==> src/pkg/sspa_pkg.sv <==
// sspa_pkg: constants, parameter table and carrier types for the
// sensing-setting parameter store.
// assumes one clock domain and a byte-wide command/response stream.
package sspa_pkg;

	localparam int SSPA_NPARAM = 41;
	localparam int SSPA_IDX_W = 6;
	localparam int SSPA_VAL_W = 12;

	// command framing
	localparam logic [7:0] SSPA_MRC = 8'h02;
	localparam logic [7:0] SSPA_SRC_READ = 8'h01;
	localparam logic [7:0] SSPA_SRC_WRITE = 8'h02;
	localparam logic [7:0] SSPA_ADDR_PFX = 8'hc0;
	localparam logic [7:0] SSPA_CNT_PFX = 8'h80;
	localparam logic [7:0] SSPA_CNT_ONE = 8'h01;
	localparam logic [3:0] SSPA_READ_LEN = 4'hc - 4'h4;
	localparam logic [3:0] SSPA_WRITE_LEN = 4'hc;
	localparam logic [3:0] SSPA_SHORT_RESP_LEN = 4'h4;
	localparam logic [3:0] SSPA_READ_RESP_LEN = 4'hc;

	// byte positions inside a command
	localparam int SSPA_POS_MRC = 0;
	localparam int SSPA_POS_SRC = 1;
	localparam int SSPA_POS_ADDR_HI = 2;
	localparam int SSPA_POS_DATA = 3;
	localparam int SSPA_POS_UNIT = 4;
	localparam int SSPA_POS_CHAN = 5;
	localparam int SSPA_POS_CNT_HI = 6;
	localparam int SSPA_POS_CNT_LO = 7;
	localparam int SSPA_POS_VAL = 8;

	// response words
	localparam logic [15:0] SSPA_RC_NORMAL = 16'h0000;
	localparam logic [15:0] SSPA_RC_LONG = 16'h1001;
	localparam logic [15:0] SSPA_RC_SHORT = 16'h1002;
	localparam logic [15:0] SSPA_RC_ADDR = 16'h1101;
	localparam logic [15:0] SSPA_RC_CHAN = 16'h1103;
	localparam logic [15:0] SSPA_RC_RANGE = 16'h2203;
	localparam logic [15:0] SSPA_RC_INVALID = 16'h2205;

	// units and codes that steer validity
	localparam logic [7:0] SSPA_UNIT_LIGHT = 8'h02;
	localparam logic [7:0] SSPA_UNIT_AREA1 = 8'h07;
	localparam logic [7:0] SSPA_UNIT_AREA2 = 8'h08;
	localparam logic [11:0] SSPA_MODE_CUSTOM = 12'h004;
	localparam logic [11:0] SSPA_OBJ_THICKNESS = 12'h004;
	localparam logic [11:0] SSPA_OBJ_GAP = 12'h005;
	localparam logic [11:0] SSPA_MAT_FILM = 12'h001;
	localparam logic [11:0] SSPA_GMODE_MOVING = 12'h001;
	localparam logic [11:0] SSPA_MIF_ON = 12'h001;

	// table indices read by the settings outputs
	localparam int SSPA_IDX_MODE = 0;
	localparam int SSPA_IDX_EXPOSURE_TIME_SETTING = 1;
	localparam int SSPA_IDX_LINE = 2;
	localparam int SSPA_IDX_SKIP = 3;
	localparam int SSPA_IDX_OBJECT = 13;
	localparam int SSPA_IDX_GLASS = 14;
	localparam int SSPA_IDX_GMODE = 15;
	localparam int SSPA_IDX_MIF = 20;
	localparam int SSPA_IDX_TIMING = 21;
	localparam int SSPA_IDX_GAIN = 22;

	// unit, data, lowest, highest; reset value is the lowest
	typedef struct packed {
		logic [7:0] unit;
		logic [7:0] data;
		logic [11:0] lo;
		logic [11:0] hi;
	} sspa_entry_t;

	typedef struct packed {
		logic [2:0] measurement_mode;
		logic custom_active;
		logic [7:0] exposure_time_setting;
		logic [7:0] line_count;
		logic skip;
		logic two_area_active;
		logic glass_material_eff;
		logic glass_mode_eff;
		logic interference_on;
		logic timing_b_eff;
		logic [2:0] gain;
	} sspa_settings_t;

	localparam sspa_entry_t SSPA_TABLE [SSPA_NPARAM] = '{
		'{8'h00, 8'h00, 12'h000, 12'h004}, // mode
		'{8'h00, 8'h12, 12'h002, 12'h0c8},
		'{8'h00, 8'h13, 12'h001, 12'h0c8},
		'{8'h00, 8'h14, 12'h000, 12'h001},
		'{8'h01, 8'h00, 12'h000, 12'h001},
		'{8'h02, 8'h00, 12'h000, 12'h002},
		'{8'h02, 8'h02, 12'h000, 12'h003},
		'{8'h02, 8'h06, 12'h000, 12'h3e8},
		'{8'h02, 8'h0d, 12'h000, 12'h320},
		'{8'h02, 8'h0e, 12'h000, 12'h320},
		'{8'h02, 8'h25, 12'h000, 12'hfff},
		'{8'h02, 8'h26, 12'h000, 12'hfff},
		'{8'h02, 8'h27, 12'h000, 12'hfff},
		'{8'h03, 8'h00, 12'h000, 12'h005},
		'{8'h03, 8'h01, 12'h000, 12'h001},
		'{8'h03, 8'h02, 12'h000, 12'h001},
		'{8'h03, 8'h03, 12'h000, 12'h004},
		'{8'h03, 8'h04, 12'h000, 12'h0ff},
		'{8'h03, 8'h05, 12'h000, 12'hfff},
		'{8'h03, 8'h06, 12'h000, 12'h007},
		'{8'h04, 8'h00, 12'h000, 12'h001},
		'{8'h04, 8'h01, 12'h000, 12'h001},
		'{8'h05, 8'h00, 12'h001, 12'h005},
		'{8'h07, 8'h00, 12'h000, 12'h002},
		'{8'h07, 8'h02, 12'h000, 12'h003},
		'{8'h07, 8'h06, 12'h000, 12'h3e8},
		'{8'h07, 8'h0d, 12'h000, 12'h320},
		'{8'h07, 8'h0e, 12'h000, 12'h320},
		'{8'h07, 8'h11, 12'h000, 12'h002},
		'{8'h07, 8'h25, 12'h000, 12'hfff},
		'{8'h07, 8'h26, 12'h000, 12'hfff},
		'{8'h07, 8'h27, 12'h000, 12'hfff},
		'{8'h08, 8'h00, 12'h000, 12'h002},
		'{8'h08, 8'h02, 12'h000, 12'h003},
		'{8'h08, 8'h06, 12'h000, 12'h3e8},
		'{8'h08, 8'h0d, 12'h000, 12'h320},
		'{8'h08, 8'h0e, 12'h000, 12'h320},
		'{8'h08, 8'h11, 12'h000, 12'h002},
		'{8'h08, 8'h25, 12'h000, 12'hfff},
		'{8'h08, 8'h26, 12'h000, 12'hfff},
		'{8'h08, 8'h27, 12'h000, 12'hfff}
	};

endpackage

==> src/rtl/sspa_core.sv <==
// sspa_core: command interpreter and store for sensing-setting parameters.
// assumes a byte stream from logic on the same clock, one frame per command,
// with rx_last on the final byte; replies go out on a byte stream with ready.
//
// Functional notes
// read frame is 02h 01h, C000h+data, unit/channel, 8000h+count.
// good read echoes all command words, then the 32-bit value.
// write frame is 02h 02h, same three words, then 32-bit value.
// good write answers code pair plus response word 0000h.
// mode codes 0..4; exposure, line, skip matter only in custom.
// measurement object codes 0 to 5.
// glass material 0/1, effective only with thickness or gap object.
// glass thickness mode 0/1, effective only with film material.
// smoothing level codes 0 to 4.
// edge threshold codes 0 to 7, 12.5 percent per step.
// timing A/B effective only while interference prevention is on.
// target area codes 0..3; emitted light setting codes 0..2.
// two-area mode validates units 07h/08h and invalidates 02h.
// light limits 0..800, fixed level 0..1000.
// parameters found by unit and data; channel selects the controller.
// gain at unit 05h data 00h, range 1 to 5.
// values are 32-bit two's complement.
// too long frame answers 1001h, too short 1002h, no access.
// out-of-range write keeps stored value and answers an error.
// read returns last good write, else the reset value.
module sspa_core
	import sspa_pkg::*;
(
	input wire logic clk, // 100 MHz
	input wire logic reset_n, // async, active low
	input wire logic [7:0] channel_id, // this controller's channel
	input wire logic [7:0] rx_data, // command byte
	input wire logic rx_valid, // command byte present
	input wire logic rx_last, // final byte of the frame
	output logic rx_ready, // accepting command bytes
	output logic [7:0] tx_data, // reply byte
	output logic tx_valid, // reply byte present
	output logic tx_last, // final reply byte
	input wire logic tx_ready, // reply sink accepts
	output sspa_settings_t settings // effective settings
);

	////////////////////////////////////////////////////////////////////////////
	typedef enum logic [2:0] {
		S_RECV = 3'b001,
		S_EXEC = 3'b010,
		S_SEND = 3'b100
	} sspa_state_t;

	sspa_state_t state;
	sspa_state_t next_state;
	logic [7:0] cmd [SSPA_WRITE_LEN];
	logic [3:0] rx_count;
	logic cmd_long;
	logic [11:0] store [SSPA_NPARAM];
	logic [7:0] resp [SSPA_WRITE_LEN];
	logic [7:0] next_resp [SSPA_WRITE_LEN];
	logic [3:0] resp_len;
	logic [3:0] next_len;
	logic [3:0] tx_index;

	function automatic logic [SSPA_IDX_W:0] param_find(input logic [7:0] unit,
		input logic [7:0] data);
		logic [SSPA_IDX_W:0] r;
		r = '0;
		for (int i = 0; i < SSPA_NPARAM; i++) begin
			if (SSPA_TABLE[i].unit == unit && SSPA_TABLE[i].data == data) begin
				r = {1'b1, SSPA_IDX_W'(i)};
			end
		end
		return r;
	endfunction

	function automatic logic in_range(input logic [31:0] v, input logic [11:0] lo,
		input logic [11:0] hi);
		return ($signed(v) >= $signed({20'h00000, lo})) &&
			($signed(v) <= $signed({20'h00000, hi}));
	endfunction

	////////////////////////////////////////////////////////////////////////////
	// frame decode
	wire rx_take = rx_valid && rx_ready;
	wire is_write = cmd[SSPA_POS_SRC] == SSPA_SRC_WRITE;
	wire code_ok = cmd[SSPA_POS_MRC] == SSPA_MRC &&
		(cmd[SSPA_POS_SRC] == SSPA_SRC_READ || is_write);
	wire [3:0] exp_len = is_write ? SSPA_WRITE_LEN : SSPA_READ_LEN;
	wire [7:0] unit = cmd[SSPA_POS_UNIT];
	wire addr_ok = cmd[SSPA_POS_ADDR_HI] == SSPA_ADDR_PFX &&
		cmd[SSPA_POS_CNT_HI] == SSPA_CNT_PFX && cmd[SSPA_POS_CNT_LO] == SSPA_CNT_ONE;
	wire [SSPA_IDX_W:0] found = param_find(unit, cmd[SSPA_POS_DATA]);
	wire hit = found[SSPA_IDX_W];
	wire [SSPA_IDX_W-1:0] idx = found[SSPA_IDX_W-1:0];
	wire [31:0] wr_value = {cmd[SSPA_POS_VAL], cmd[SSPA_POS_VAL+1],
		cmd[SSPA_POS_VAL+2], cmd[SSPA_POS_VAL+3]};
	wire [11:0] sel_value = store[idx];
	wire [31:0] rd_value = {20'h00000, sel_value};
	wire range_ok = in_range(wr_value, SSPA_TABLE[idx].lo, SSPA_TABLE[idx].hi);

	wire two_area = (store[SSPA_IDX_OBJECT] == SSPA_OBJ_THICKNESS ||
		store[SSPA_IDX_OBJECT] == SSPA_OBJ_GAP) &&
		store[SSPA_IDX_GLASS] == SSPA_MAT_FILM &&
		store[SSPA_IDX_GMODE] == SSPA_GMODE_MOVING;
	wire area_unit = unit == SSPA_UNIT_AREA1 || unit == SSPA_UNIT_AREA2;
	wire unit_gated = (unit == SSPA_UNIT_LIGHT && two_area) ||
		(area_unit && !two_area);

	logic [15:0] rc;
	always_comb begin
		if (rx_count < 4'h2) begin
			rc = SSPA_RC_SHORT;
		end else if (!code_ok) begin
			rc = SSPA_RC_INVALID;
		end else if (cmd_long || rx_count > exp_len) begin
			rc = SSPA_RC_LONG;
		end else if (rx_count < exp_len) begin
			rc = SSPA_RC_SHORT;
		end else if (!addr_ok || !hit) begin
			rc = SSPA_RC_ADDR;
		end else if (cmd[SSPA_POS_CHAN] != channel_id) begin
			rc = SSPA_RC_CHAN;
		end else if (unit_gated) begin
			rc = SSPA_RC_INVALID;
		end else if (is_write && !range_ok) begin
			rc = SSPA_RC_RANGE;
		end else begin
			rc = SSPA_RC_NORMAL;
		end
	end

	wire good = rc == SSPA_RC_NORMAL;
	wire do_write = state == S_EXEC && is_write && good;
	wire read_reply = !is_write && good;

	////////////////////////////////////////////////////////////////////////////
	// reply build
	always_comb begin
		for (int i = 0; i < SSPA_WRITE_LEN; i++) begin
			next_resp[i] = 8'h00;
		end
		next_resp[0] = cmd[SSPA_POS_MRC];
		next_resp[1] = cmd[SSPA_POS_SRC];
		if (read_reply) begin
			for (int i = SSPA_POS_ADDR_HI; i < SSPA_POS_VAL; i++) begin
				next_resp[i] = cmd[i];
			end
			next_resp[SSPA_POS_VAL] = rd_value[31:24];
			next_resp[SSPA_POS_VAL+1] = rd_value[23:16];
			next_resp[SSPA_POS_VAL+2] = rd_value[15:8];
			next_resp[SSPA_POS_VAL+3] = rd_value[7:0];
			next_len = SSPA_READ_RESP_LEN;
		end else begin
			next_resp[2] = rc[15:8];
			next_resp[3] = rc[7:0];
			next_len = SSPA_SHORT_RESP_LEN;
		end
	end

	////////////////////////////////////////////////////////////////////////////
	// sequencing
	always_comb begin
		case (state)
			S_RECV: next_state = (rx_take && rx_last) ? S_EXEC : S_RECV;
			S_EXEC: next_state = S_SEND;
			S_SEND: next_state = (tx_valid && tx_ready && tx_last) ? S_RECV : S_SEND;
			default: next_state = S_RECV;
		endcase
	end

	always_ff @(posedge clk or negedge reset_n) begin
		if (!reset_n) begin
			state <= S_RECV;
			rx_ready <= 1'b1;
		end else begin
			state <= next_state;
			rx_ready <= next_state == S_RECV;
		end
	end

	// receive counter; a new frame starts after each reply
	always_ff @(posedge clk or negedge reset_n) begin
		if (!reset_n) begin
			rx_count <= 4'h0;
			cmd_long <= 1'b0;
		end else if (state == S_SEND) begin
			rx_count <= 4'h0;
			cmd_long <= 1'b0;
		end else if (rx_take) begin
			if (rx_count == SSPA_WRITE_LEN) begin
				cmd_long <= 1'b1;
			end else begin
				rx_count <= rx_count + 4'h1;
			end
		end
	end

	generate
		for (genvar g = 0; g < SSPA_WRITE_LEN; g++) begin : g_cmd
			always_ff @(posedge clk or negedge reset_n) begin
				if (!reset_n) begin
					cmd[g] <= 8'h00;
				end else if (rx_take && rx_count == 4'(g)) begin
					cmd[g] <= rx_data;
				end
			end
			always_ff @(posedge clk or negedge reset_n) begin
				if (!reset_n) begin
					resp[g] <= 8'h00;
				end else if (state == S_EXEC) begin
					resp[g] <= next_resp[g];
				end
			end
		end
		for (genvar p = 0; p < SSPA_NPARAM; p++) begin : g_store
			always_ff @(posedge clk or negedge reset_n) begin
				if (!reset_n) begin
					store[p] <= SSPA_TABLE[p].lo;
				end else if (do_write && idx == SSPA_IDX_W'(p)) begin
					store[p] <= wr_value[11:0];
				end
			end
		end
	endgenerate

	// transmit
	always_ff @(posedge clk or negedge reset_n) begin
		if (!reset_n) begin
			tx_data <= 8'h00;
			tx_valid <= 1'b0;
			tx_last <= 1'b0;
			tx_index <= 4'h0;
			resp_len <= 4'h0;
		end else if (state == S_EXEC) begin
			tx_data <= next_resp[0];
			tx_valid <= 1'b1;
			tx_last <= 1'b0;
			tx_index <= 4'h1;
			resp_len <= next_len;
		end else if (tx_valid && tx_ready) begin
			tx_valid <= !tx_last;
			tx_data <= tx_last ? 8'h00 : resp[tx_index];
			tx_last <= tx_index == resp_len - 4'h1;
			tx_index <= tx_index + 4'h1;
		end
	end

	////////////////////////////////////////////////////////////////////////////
	// effective settings
	sspa_settings_t next_settings;
	wire custom = store[SSPA_IDX_MODE] == SSPA_MODE_CUSTOM;
	wire thick_gap = store[SSPA_IDX_OBJECT] == SSPA_OBJ_THICKNESS ||
		store[SSPA_IDX_OBJECT] == SSPA_OBJ_GAP;
	wire mat_eff = thick_gap && store[SSPA_IDX_GLASS] == SSPA_MAT_FILM;
	wire mif = store[SSPA_IDX_MIF] == SSPA_MIF_ON;

	always_comb begin
		next_settings.measurement_mode = store[SSPA_IDX_MODE][2:0];
		next_settings.custom_active = custom;
		next_settings.exposure_time_setting = custom ? store[SSPA_IDX_EXPOSURE_TIME_SETTING][7:0] : 8'h00;
		next_settings.line_count = custom ? store[SSPA_IDX_LINE][7:0] : 8'h00;
		next_settings.skip = custom && !store[SSPA_IDX_SKIP][0]; // skip code 0 means on
		next_settings.two_area_active = two_area;
		next_settings.glass_material_eff = mat_eff;
		next_settings.glass_mode_eff = mat_eff && store[SSPA_IDX_GMODE][0];
		next_settings.interference_on = mif;
		next_settings.timing_b_eff = mif && store[SSPA_IDX_TIMING][0];
		next_settings.gain = store[SSPA_IDX_GAIN][2:0];
	end

	always_ff @(posedge clk or negedge reset_n) begin
		if (!reset_n) begin
			// reset store seen through the gates: only gain is non-zero
			settings <= '{gain: SSPA_TABLE[SSPA_IDX_GAIN].lo[2:0], default: '0};
		end else begin
			settings <= next_settings;
		end
	end
endmodule

==> config.mk <==
export PLATFORM = sky130hd
export DESIGN_NAME = sspa_core
export DESIGN_NICKNAME = d
export VERILOG_FILES = /design/src/pkg/sspa_pkg.sv /design/src/rtl/sspa_core.sv
export SDC_FILE = /design/constraint.sdc
export NUM_CORES = 1
export LEC_CHECK = 0
export ABC_AREA = 1
export BUFFER_PORTS_ARGS = -buffer_cell sky130_fd_sc_hd__clkbuf_2
export CORE_UTILIZATION = 24
export DETAILED_ROUTE_END_ITERATION = 12
export HOLD_SLACK_MARGIN = 0.02
export RECOVER_POWER = 25
export SYNTH_ARGS = -nofsm -noshare
export SYNTH_HDL_FRONTEND = slang
export SYNTH_SLANG_ARGS = --single-unit
==> constraint.sdc <==
create_clock -name clk -period 13.8 [get_ports clk]
set_input_delay 2.07 -clock clk [delete_from_list [all_inputs] [get_ports clk]]
set_output_delay 2.07 -clock clk [all_outputs]
set_load 0.02 [all_outputs]
# Word-level counts from Yosys, hierarchy flattened
# Memory sizes are Yosys's and may differ from the RTL's.
# Index checks and enable logic that the tools add are counted.
word_totals:
  wordCells: 411
  reg_bits: 740
  output_inout_bits: 40
  mem_count: 1
  mem_bits_ro: 2560
memory_table:
  columns: ["memory", "words", "width", "read_ports", "rd_clocked_by_memory_dff", "wr", "line", "source"]
  rows:
  - ["(no name shown)", 64, 40, 1, 0, 0, "sspa_core.sv:97", "wire range_ok = in_range(wr_value, SSPA_TABLE[idx].lo, SSPA_TABLE[idx].hi);"]
op_classes:
  n_eq_ne: 96
  n_lt_le_gt_ge: 7
  n_reduce_logical: 136
  n_bitwise: 2
  add_sub_neg: 3
  muxes: 81
op_table:
  columns: ["operator", "count"]
  rows:
  - ["7-bit two-way mux", 41]
  - ["1-bit logical AND", 113]
  - ["16-bit two-way mux", 7]
  - ["6-bit by 5-bit == test with 1-bit output, second input constant", 16]
  - ["12-bit binary-select mux with 6-bit select", 1]
  - ["64-bit two-way mux", 1]
  - ["8-bit two-way mux", 7]
  - ["6-bit == test, second input constant", 9]
  - ["3-bit by 8-bit == test with 1-bit output, first input constant", 6]
  - ["6-bit by 4-bit == test with 1-bit output, second input constant", 8]
  - ["24-bit two-way mux", 2]
  - ["12-bit by 1-bit == test with 1-bit output, second input constant", 3]
  - ["12-bit by 3-bit == test with 1-bit output, second input constant", 3]
  - ["8-bit binary-select mux with 4-bit select", 1]
  - ["2-bit by 8-bit == test with 1-bit output, first input constant", 4]
  - ["5-bit by 8-bit == test with 1-bit output, first input constant", 4]
  - ["32-bit by 13-bit greater-or-equal comparator with 1-bit output", 1]
  - ["32-bit by 13-bit less-or-equal comparator with 1-bit output", 1]
  - ["14-bit two-way mux", 2]
  - ["4-bit by 8-bit == test with 1-bit output, first input constant", 3]
  - ["6-bit by 3-bit == test with 1-bit output, second input constant", 4]
  - ["6-bit by 8-bit == test with 1-bit output, first input constant", 3]
  - ["8-bit by 2-bit == test with 1-bit output, second input constant", 3]
  - ["12-bit two-way mux", 2]
  - ["39 further kinds", 80]

# Logic depth before layout (Yosys ltp)
# Gate-level depths: netlist of the first run.
depth:
  word_depth: 62
  ltp_mapped: 46

# Least setup slack after synthesis of the first run
# Ideal clock, no wire load.
synth_timing:
  path_type: "reg-to-reg"
  start: "register cmd, in the netlist unit[1]"
  end: "register store[126] in the netlist's numbering"
  path_buffers: 6
  setup_slack_ps: 7809
  required_time_ps: 13667
  synth_period_minus_slack_ps: 5991
  path_stages_with_launch: 41
  arrival_time_ps: 5858
  path_cell_list: "dfrtp_1 inv_1 nor2_1 nand2_1 nor2_1 clkbuf_1 nand2_1 nand2_1 nor3_1 nand3_1 nor3_1 nand4_1 inv_2 clkbuf_1 buf_1 clkbuf_1 ha_1 inv_1 [... 5 more ...] inv_1 a221oi_1 o21ai_0 nand2_1 nand2_1 nand3_1 nand2_1 nand2_1 nand2_1 a21oi_1 nand2_1 a21oi_1 and2_0 clkbuf_1 nand4_1 buf_2 nand2_1 o21ai_0"
synth_via:
  elab_chain_len: 61
synth_lines:
  columns: ["element", "line", "source"]
  rows:
  - ["from (decl)", "sspa_core.sv:52", "logic [7:0] cmd [SSPA_WRITE_LEN];"]
  - ["from (signal, indexed assignment)", "sspa_core.sv:202", "cmd[g] <= rx_data;"]
  - ["8-bit logical NOT", "sspa_core.sv:67", "if (SSPA_TABLE[i].unit == unit && SSPA_TABLE[i].data == data) begin"]
  - ["1-bit logical AND", "sspa_core.sv:67", null]
  - ["7-bit two-way mux (40 in series)", "sspa_core.sv:67", null]
  - ["6-bit inverter with 7-bit output (implied by the code)", "sspa_core.sv:97", null]
  - ["memory 64 x 40 bit", null, null]
  - ["24-bit two-way mux (implied by the code) (2 in series)", "sspa_core.sv:97", null]
  - ["32-bit by 13-bit greater-or-equal comparator with 1-bit output / 32-bit by 13-bit less-or-equal comparator with 1-bit output (equally long branches)", "sspa_core.sv:76, sspa_core.sv:77", null]
  - ["1-bit logical AND", "sspa_core.sv:76", "return ($signed(v) >= $signed({20'h00000, lo})) &&"]
  - ["[... 5 more ...]", null, null]
  - ["16-bit two-way mux", "sspa_core.sv:117", "end else if (!addr_ok || !hit) begin"]
  - ["16-bit two-way mux", "sspa_core.sv:115", "end else if (rx_count < exp_len) begin"]
  - ["16-bit two-way mux", "sspa_core.sv:113", "end else if (cmd_long || rx_count > exp_len) begin"]
  - ["16-bit two-way mux", "sspa_core.sv:111", "end else if (!code_ok) begin"]
  - ["16-bit two-way mux", "sspa_core.sv:109", "if (rx_count < 4'h2) begin"]
  - ["16-bit logical NOT", "sspa_core.sv:130", "wire good = rc == SSPA_RC_NORMAL;"]
  - ["1-bit logical AND", "sspa_core.sv:131", "wire do_write = state == S_EXEC && is_write && good;"]
  - ["1-bit logical AND *", "sspa_core.sv:217", "end else if (do_write && idx == SSPA_IDX_W'(p)) begin"]
  - ["to (signal, indexed assignment)", "sspa_core.sv:216", "store[p] <= SSPA_TABLE[p].lo;"]
  - ["to (signal, indexed assignment)", "sspa_core.sv:218", "store[p] <= wr_value[11:0];"]
  - ["to (decl)", "sspa_core.sv:55", "logic [11:0] store [SSPA_NPARAM];"]
# Every way passes the cells marked *; elsewhere a longest branch is shown, timed or not. The select of a mux whose other input is x is not followed.
# A chain may end at the register's enable or synchronous reset.

==> results of run 1 <==
==> metal layers <==
metal / global-route usage / part of all wire / vias to the layer above
met2: 0.232 / 0.46 / 880
met1: 0.204 / 0.46 / 14000
met5: 0 / 0.00012 / -
met4: 0.0469 / 0.025 / 2
met3: 0.0219 / 0.061 / 167
li1: - / - / 13400
==> registers in the layout, summed over array words and instances, names as in the netlist <==
signal	flops
cmd	88
rx_count	4
cmd_long	1
resp_len	2
unit	8
next_settings	6
rx_ready	1
tx_index	4
state	3
settings	29
store	486
tx_valid	1
tx_data	8
tx_last	1
resp	76
==> where the power goes <==
group | total, mW | internal (mW) | switching (mW) | leakage, nW
Sequential | 2.48 | 2.32 | 0.159 | 9.79
Combinational | 1.57 | 0.423 | 1.14 | 6.31
Clock | 2.10 | 1.24 | 0.866 | 1.26
Total | 6.15 | 3.98 | 2.17 | 17.4
==> worst register-to-register path: cells and delay by family, from the launching register on <==
kind	cells	cell delay (ns)
flops	1	0.34
buf+inv	4	1.31
simple gates	19	4.64
compound gates	8	1.77
fa+ha+maj	1	0.28
==> cell type report <==
type / count / area, um^2
fill: 15200 / 103000
clock buffer: 120 / 2370
tap: 1890 / 2360
sequential: 718 / 18000
timing repair buffer: 102 / 612
clock inverter: 17 / 199
multi-input combinational: 2846 / 14200
inverter: 261 / 987
==> metrics by stage <==
step                      hold slack, ns  total power, mW  cells  setup WS [ns]
final                              0.392             6.15   5954           4.39
after global routing               0.404             6.47   5954           2.83
after CTS                          0.384             6.18   5954           5.51
after detailed placement           0.372             4.07   5817           5.57
after global placement             0.376             4.04   5817           5.69
after floorplan                    0.358             3.44   4115           7.81
==> placed cells by master, fill, tap and decap left out, drive strengths merged, types with 7 or more instances in the layout <==
| cell | Yosys | layout |
|---|---|---|
| nor3 | 41 | 41 |
| o211ai | 30 | 30 |
| clkbuf | 268 | 184 |
| o21a | 7 | 7 |
| or2 | 113 | 113 |
| nand3b | 170 | 170 |
| nand4 | 105 | 105 |
| nand2 | 1090 | 1090 |
| inv | 259 | 260 |
| o2111ai | 57 | 57 |
| nand3 | 174 | 174 |
| buf | 22 | 38 |
| a21oi | 29 | 29 |
| nor4 | 23 | 23 |
| ha | 28 | 28 |
| o21ai | 685 | 685 |
| o221ai | 8 | 8 |
| nor2 | 244 | 244 |
| dfrtp | 712 | 712 |
| clkinv | 2 | 13 |
==> cells by family after synthesis <==
family,after synthesis,synth area share
AND/OR/NAND/NOR,1966,0.265
AO/OA/AOI/OAI,843,0.136
flip-flops,718,0.526
buffers and inverters,551,0.0611
adder cells (fa/ha/maj),28,0.0102
XOR/XNOR,7,0.00179
multiplexers,2,0.000586
==> how the worst max path moves through the flow <==
| stage | startpoint | endpoint | slack [ns] | depth (start not counted) |
|---|---|---|---|---|
| 6_report | reset_n | store[12]$_DFFE_PN0P_ | 4.39 | 4 |
| 3_5_place_dp | unit[7]$_DFFE_PN0P_ | store[135]$_DFFE_PN0P_ | 5.57 | 32 |
| 5_1_grt | reset_n | store[18]$_DFFE_PN0P_ | 2.83 | 4 |
| 3_3_place_gp | unit[7]$_DFFE_PN0P_ | store[129]$_DFFE_PN0P_ | 5.69 | 32 |
| 2_1_floorplan | unit[1]$_DFFE_PN0P_ | store[126]$_DFFE_PN0P_ | 7.81 | 40 |
| 4_1_cts | unit[4]$_DFFE_PN0P_ | store[135]$_DFFE_PN0P_ | 5.51 | 32 |
==> impl_metrics.yaml, run 1 <==
synth:
  synth_area_leader_cell: "dfrtp_1"
  netlist_area_mm2: 0.0342
  ys_seq_area_frac: 0.526
  netlist_instances: 4115
  yosysWarnings: 0
  yosys.area.top_type_share: 0.521
  ys_ff_latch: 718
  syn-num-nets: 4164
  synthFlopType: "dfrtp_1"
  synth_area_leaders: "dfrtp_1 (52%), nand2_1 (12%), o21ai_0 (9.9%)"
  synthTopCellsByCount: "nand2_1 (1088), dfrtp_1 (712), o21ai_0 (673)"
  ys_async_sr_fraction: 1.00
  synth_most_common_cell: "nand2_1"
  ys_types: 51
  synth_edf_count: 0
  syn_area_per_cell_um2: 8.31
grt:
  grt_pass1_vias: 27700
  grt_use_total: 0.146
  grt_max_degree: 183
  overflow: 0
  antenna_found_initial: 1
  grt_pass1_wl_um: 166000
placed_design:
  placed_cell_area_mm2: 0.0361
  hpwl_um: 64900
  gp_congestion: 0.915
  io_buffer_count: 60
clock_network:
  cts_setup_buffers: 0
  ctsHoldBuffers: 0
  root_buffer: "clkbuf_16"
  clk_path_buf_depth: 3
  clkLatencyLatePin_ns: 0.66
  cts_tree: "done"
  htree_levels: 3
  numCtsBuffers: 78
  path_clk_slew_ns: 0.06
  clkSinkCount: 718
  cts_resized: 0
timing:
  min_period_ns: 9.41
  max_slew_margin: -2.26
  finalMaxSlewViolations: 300
  max_freq_ghz: 0.106
  setup_viol_count_final: 0
  tns_ns: 0
  fin_worst_skew_ns: 0.0413
  hold_viol_final: 0
  rsz0062_at_grt: "no"
  tightest_slew_ns: 4.89
  finalCritPeriodShare: 0.682
die:
  die_h_um: 379
  core-area_mm2: 0.141
  initial_core_util: 0.242
  die_area_mm2: 0.144
  fp.dieW_um: 379
  io_pins: 61
  fp-row-count: 138
critical_path:
  max_stage_delay_ns: 3.36
  crit_fanout: 91
  worst_path_max_delay_cell: "clkbuf_1"
  rr_endpoint: "store[135]$_DFFE_PN0P_"
  cp_data_required_time_ns: 14.40
  critPathKind: "input pin to asynchronous set/reset pin"
  r2r_setup_slack_ns: 5.39
  crit_buf_inv: 4
  crit_family: "buffers and inverters"
  reg2reg_depth: 32
  r2r_start: "unit[4]$_DFFE_PN0P_"
  crit_chain: "clkbuf_1, clkbuf_1, buf_4, buf_4"
  cp-start-kind: "input pin"
  cp.arrival_ns: 10.01
  worstSetupEndpointType: "asynchronous set/reset pin"
routing:
  viasPerCell: 4.79
  finalWirelength_um: 106000
  drcViolationCount: 0
  firstDrtPassIters: 6
  dr_total_vias: 28500
  ant_nets: 0
  wire_per_inst_um: 17.8
  first_iter_violations: 3065
status:
  run_status: "complete, but fails checks"
  violations: "capacitance limit, slew limit"
hold_path:
  holdPathStages: 0
  hp-class: "flip-flop to flip-flop"
  hold_end: "settings[0]$_DFF_PN1_"
  min_from: "next_settings[0]$_DFFE_PN1P_"
pwr:
  vdd.ir_drop.worst_uv: 161
  p_per_area_mw_per_mm2: 159
  p_leak_nw: 17.4
finish:
  fin_util: 0.273
  area_delta_synth_final_pct: 13.1
  insertedDiodeCount: 0
  design_area_mm2: 0.0387
  drive_gt1_frac: 0.0915
  final_nets: 4056
flow_run:
  cap_viol_max_count: 5
No activity file was read; power rests on OpenSTA's default activity.
==> inputs of run 2 (changes only) <==
==> constraint.sdc (replaced) <==
create_clock -name clk -period 9.86 [get_ports clk]
set_input_delay 1.479 -clock clk [delete_from_list [all_inputs] [get_ports clk]]
set_output_delay 1.479 -clock clk [all_outputs]
set_load 0.02 [all_outputs]
==> run 2 against run 1 <==
The run still ends with capacitance limit, slew limit left; non-clock buffer count grew 6; combinational power grew 39%; die area is the same; final cell count grew 0.17%; sequential power grew 40%; total power grew 40%; critical path type is now flip-flop to flip-flop.
==> impl_metrics.yaml, run 2 (same netlist as run 1, synthesis figures left out) <==
clock_network:
  root_buffer: "clkbuf_16"
  cts_setup_buffers: 0
  clkSinkCount: 718
  path_clk_slew_ns: 0.06
  numCtsBuffers: 76
  clk_path_buf_depth: 3
  ctsHoldBuffers: 0
  cts_tree: "done"
  clkLatencyLatePin_ns: 0.64
  htree_levels: 3
  cts_resized: 0
die:
  io_pins: 61
  fp.dieW_um: 379
  die_h_um: 379
  initial_core_util: 0.242
  die_area_mm2: 0.144
  core-area_mm2: 0.141
  fp-row-count: 138
finish:
  layout_commonest_cell: "nand2_1"
  top_regs: "store: 486 flops, cmd: 88 flops, resp: 76 flops"
  finalNonFillerCells: 5964
  area_delta_synth_final_pct: 13.2
  final_cell_mix: "nand2_1 (1086), dfrtp_1 (712), o21ai_0 (673), inv_1 (252), nor2_1 (240)"
  final_nets: 4060
  largest_reg_flops: 486
  drive_gt1_frac: 0.0933
  regMostFlops: "store"
placed_design:
  dp.cells: 5823
  io_buffer_count: 60
  gp_congestion: 0.920
  hpwl_um: 63800
routing:
  wire_per_inst_um: 17.4
  dr_total_vias: 28500
  ant_nets: 0
  firstDrtPassIters: 8
  finalWirelength_um: 104000
  drcViolationCount: 0
  first_iter_violations: 2930
  viasPerCell: 4.77
pwr:
  switchingPower_mw: 3.04
  p_per_area_mw_per_mm2: 222
  vdd.ir_drop.worst_uv: 163
  p_leak_nw: 17.4
  finalPower_mw: 8.61
  p_int_mw: 5.57
  sw_frac_of_total: 0.353
  clock_power_share: 0.343
  pwr-share-comb: 0.253
  p_seq_frac: 0.404
grt:
  grt_pass1_vias: 27200
  grt_pass1_wl_um: 162000
  grt_max_degree: 175
  overflow: 0
  grt_use_total: 0.143
  antenna_found_initial: 1
timing:
  rsz0062_at_grt: "no"
  max_freq_ghz: 0.123
  finalMaxSlewViolations: 532
  tns_ns: 0
  tightest_slew_ns: 5.44
  max_slew_margin: -2.63
  fin_worst_skew_ns: 0.0270
  setup_viol_count_final: 0
  hold_viol_final: 0
  finalCritPeriodShare: 0.824
  min_period_ns: 8.12
critical_path:
  cp_data_required_time_ns: 10.37
  crit_top_cell: "nand2_1"
  critPathKind: "flip-flop to flip-flop"
  crit_fanout: 24
  reg2reg_depth: 33
  max_stage_delay_ns: 1.12
  worst_path_max_delay_cell: "nand4_1"
  cp.arrival_ns: 8.63
  cp-start-kind: "flip-flop"
  worstSetupEndpointType: "flip-flop"
flow_run:
  cap_viol_max_count: 6
status:
  run_status: "complete, but fails checks"
  violations: "capacitance limit, slew limit"
hold_path:
  holdPathStages: 0
  hp-class: "flip-flop to flip-flop"
run 2: cell types whose count changed in the layout (fill, tap and decap cells not counted), moves of 2 or more:
cell | previous run | this run
clkbuf_2 | 59 | 61
buf_4 | 37 | 41
clkinv_8 | 2 | 0
inv_6 | 3 | 5
clkbuf_8 | 24 | 12
clkinv_2 | 7 | 17
bufinv_16 | 3 | 6
run 2: critical path, delay by kind of cell (launching register included):
family	cells	cell delay, ns
and+or+nand+nor	19	4.61
AOI/OAI and AO/OA	8	1.83
buffers and inverters	5	0.92
DFF	1	0.34
adders and majority gates	1	0.27
run 2: metal layers:
metal  part of all wire  global-route usage  vias up
met3              0.059              0.0214      172
met5            0.00013                   0        -
met2               0.45               0.227      894
li1                   -                   -    13400
met1               0.46               0.198    13900
met4              0.026              0.0457        2
run 2: layout make-up:
cell class              instances  area [um^2]
diodes                          1         2.50
clock buffers                 109         2210
clock inverters                31          345
fillers                     15100       103000
inverters                     261          987
multi-input cells            2846        14200
flip-flops and latches        718        18000
well taps                    1890         2360
repair buffers                108          672
run 2: worst paths after layout:
check	start	endpoint	slack, ns
worst max-delay path	unit[7]$_DFFE_PN0P_	store[191]$_DFFE_PN0P_	1.74
worst min-delay path	next_settings[0]$_DFFE_PN1P_	settings[0]$_DFF_PN1_	0.39
worst max register to register	unit[7]$_DFFE_PN0P_	store[191]$_DFFE_PN0P_	1.74
worst min register to register	next_settings[0]$_DFFE_PN1P_	settings[0]$_DFF_PN1_	0.39
max in group asynchronous	reset_n	cmd[14]$_DFFE_PN0P_	1.92
min in group asynchronous	reset_n	store[397]$_DFFE_PN0P_	2.86
run 2: per-stage QoR:
step | util | instance area [um^2] | hold slack (ns) | worst slack, ns
6_report | 0.274 | 38700 | 0.389 | 1.74
5_1_grt | 0.274 | 38700 | 0.404 | 0.595
4_1_cts | 0.274 | 38800 | 0.380 | 1.94
3_5_place_dp | 0.256 | 36200 | 0.371 | 1.97
3_3_place_gp | 0.256 | 36200 | 0.370 | 2.03
2_1_floorplan | - | 34200 | 0.358 | 3.87
run 2: power by group through the flow:
stage,clock network [mW],logic [mW],registers [mW]
3_3_place_gp,0,2.13,3.52
3_5_place_dp,0,2.16,3.53
5_1_grt,3.13,2.41,3.51
6_report,2.95,2.18,3.48
4_1_cts,3.02,2.17,3.48
2_1_floorplan,0,1.35,3.47
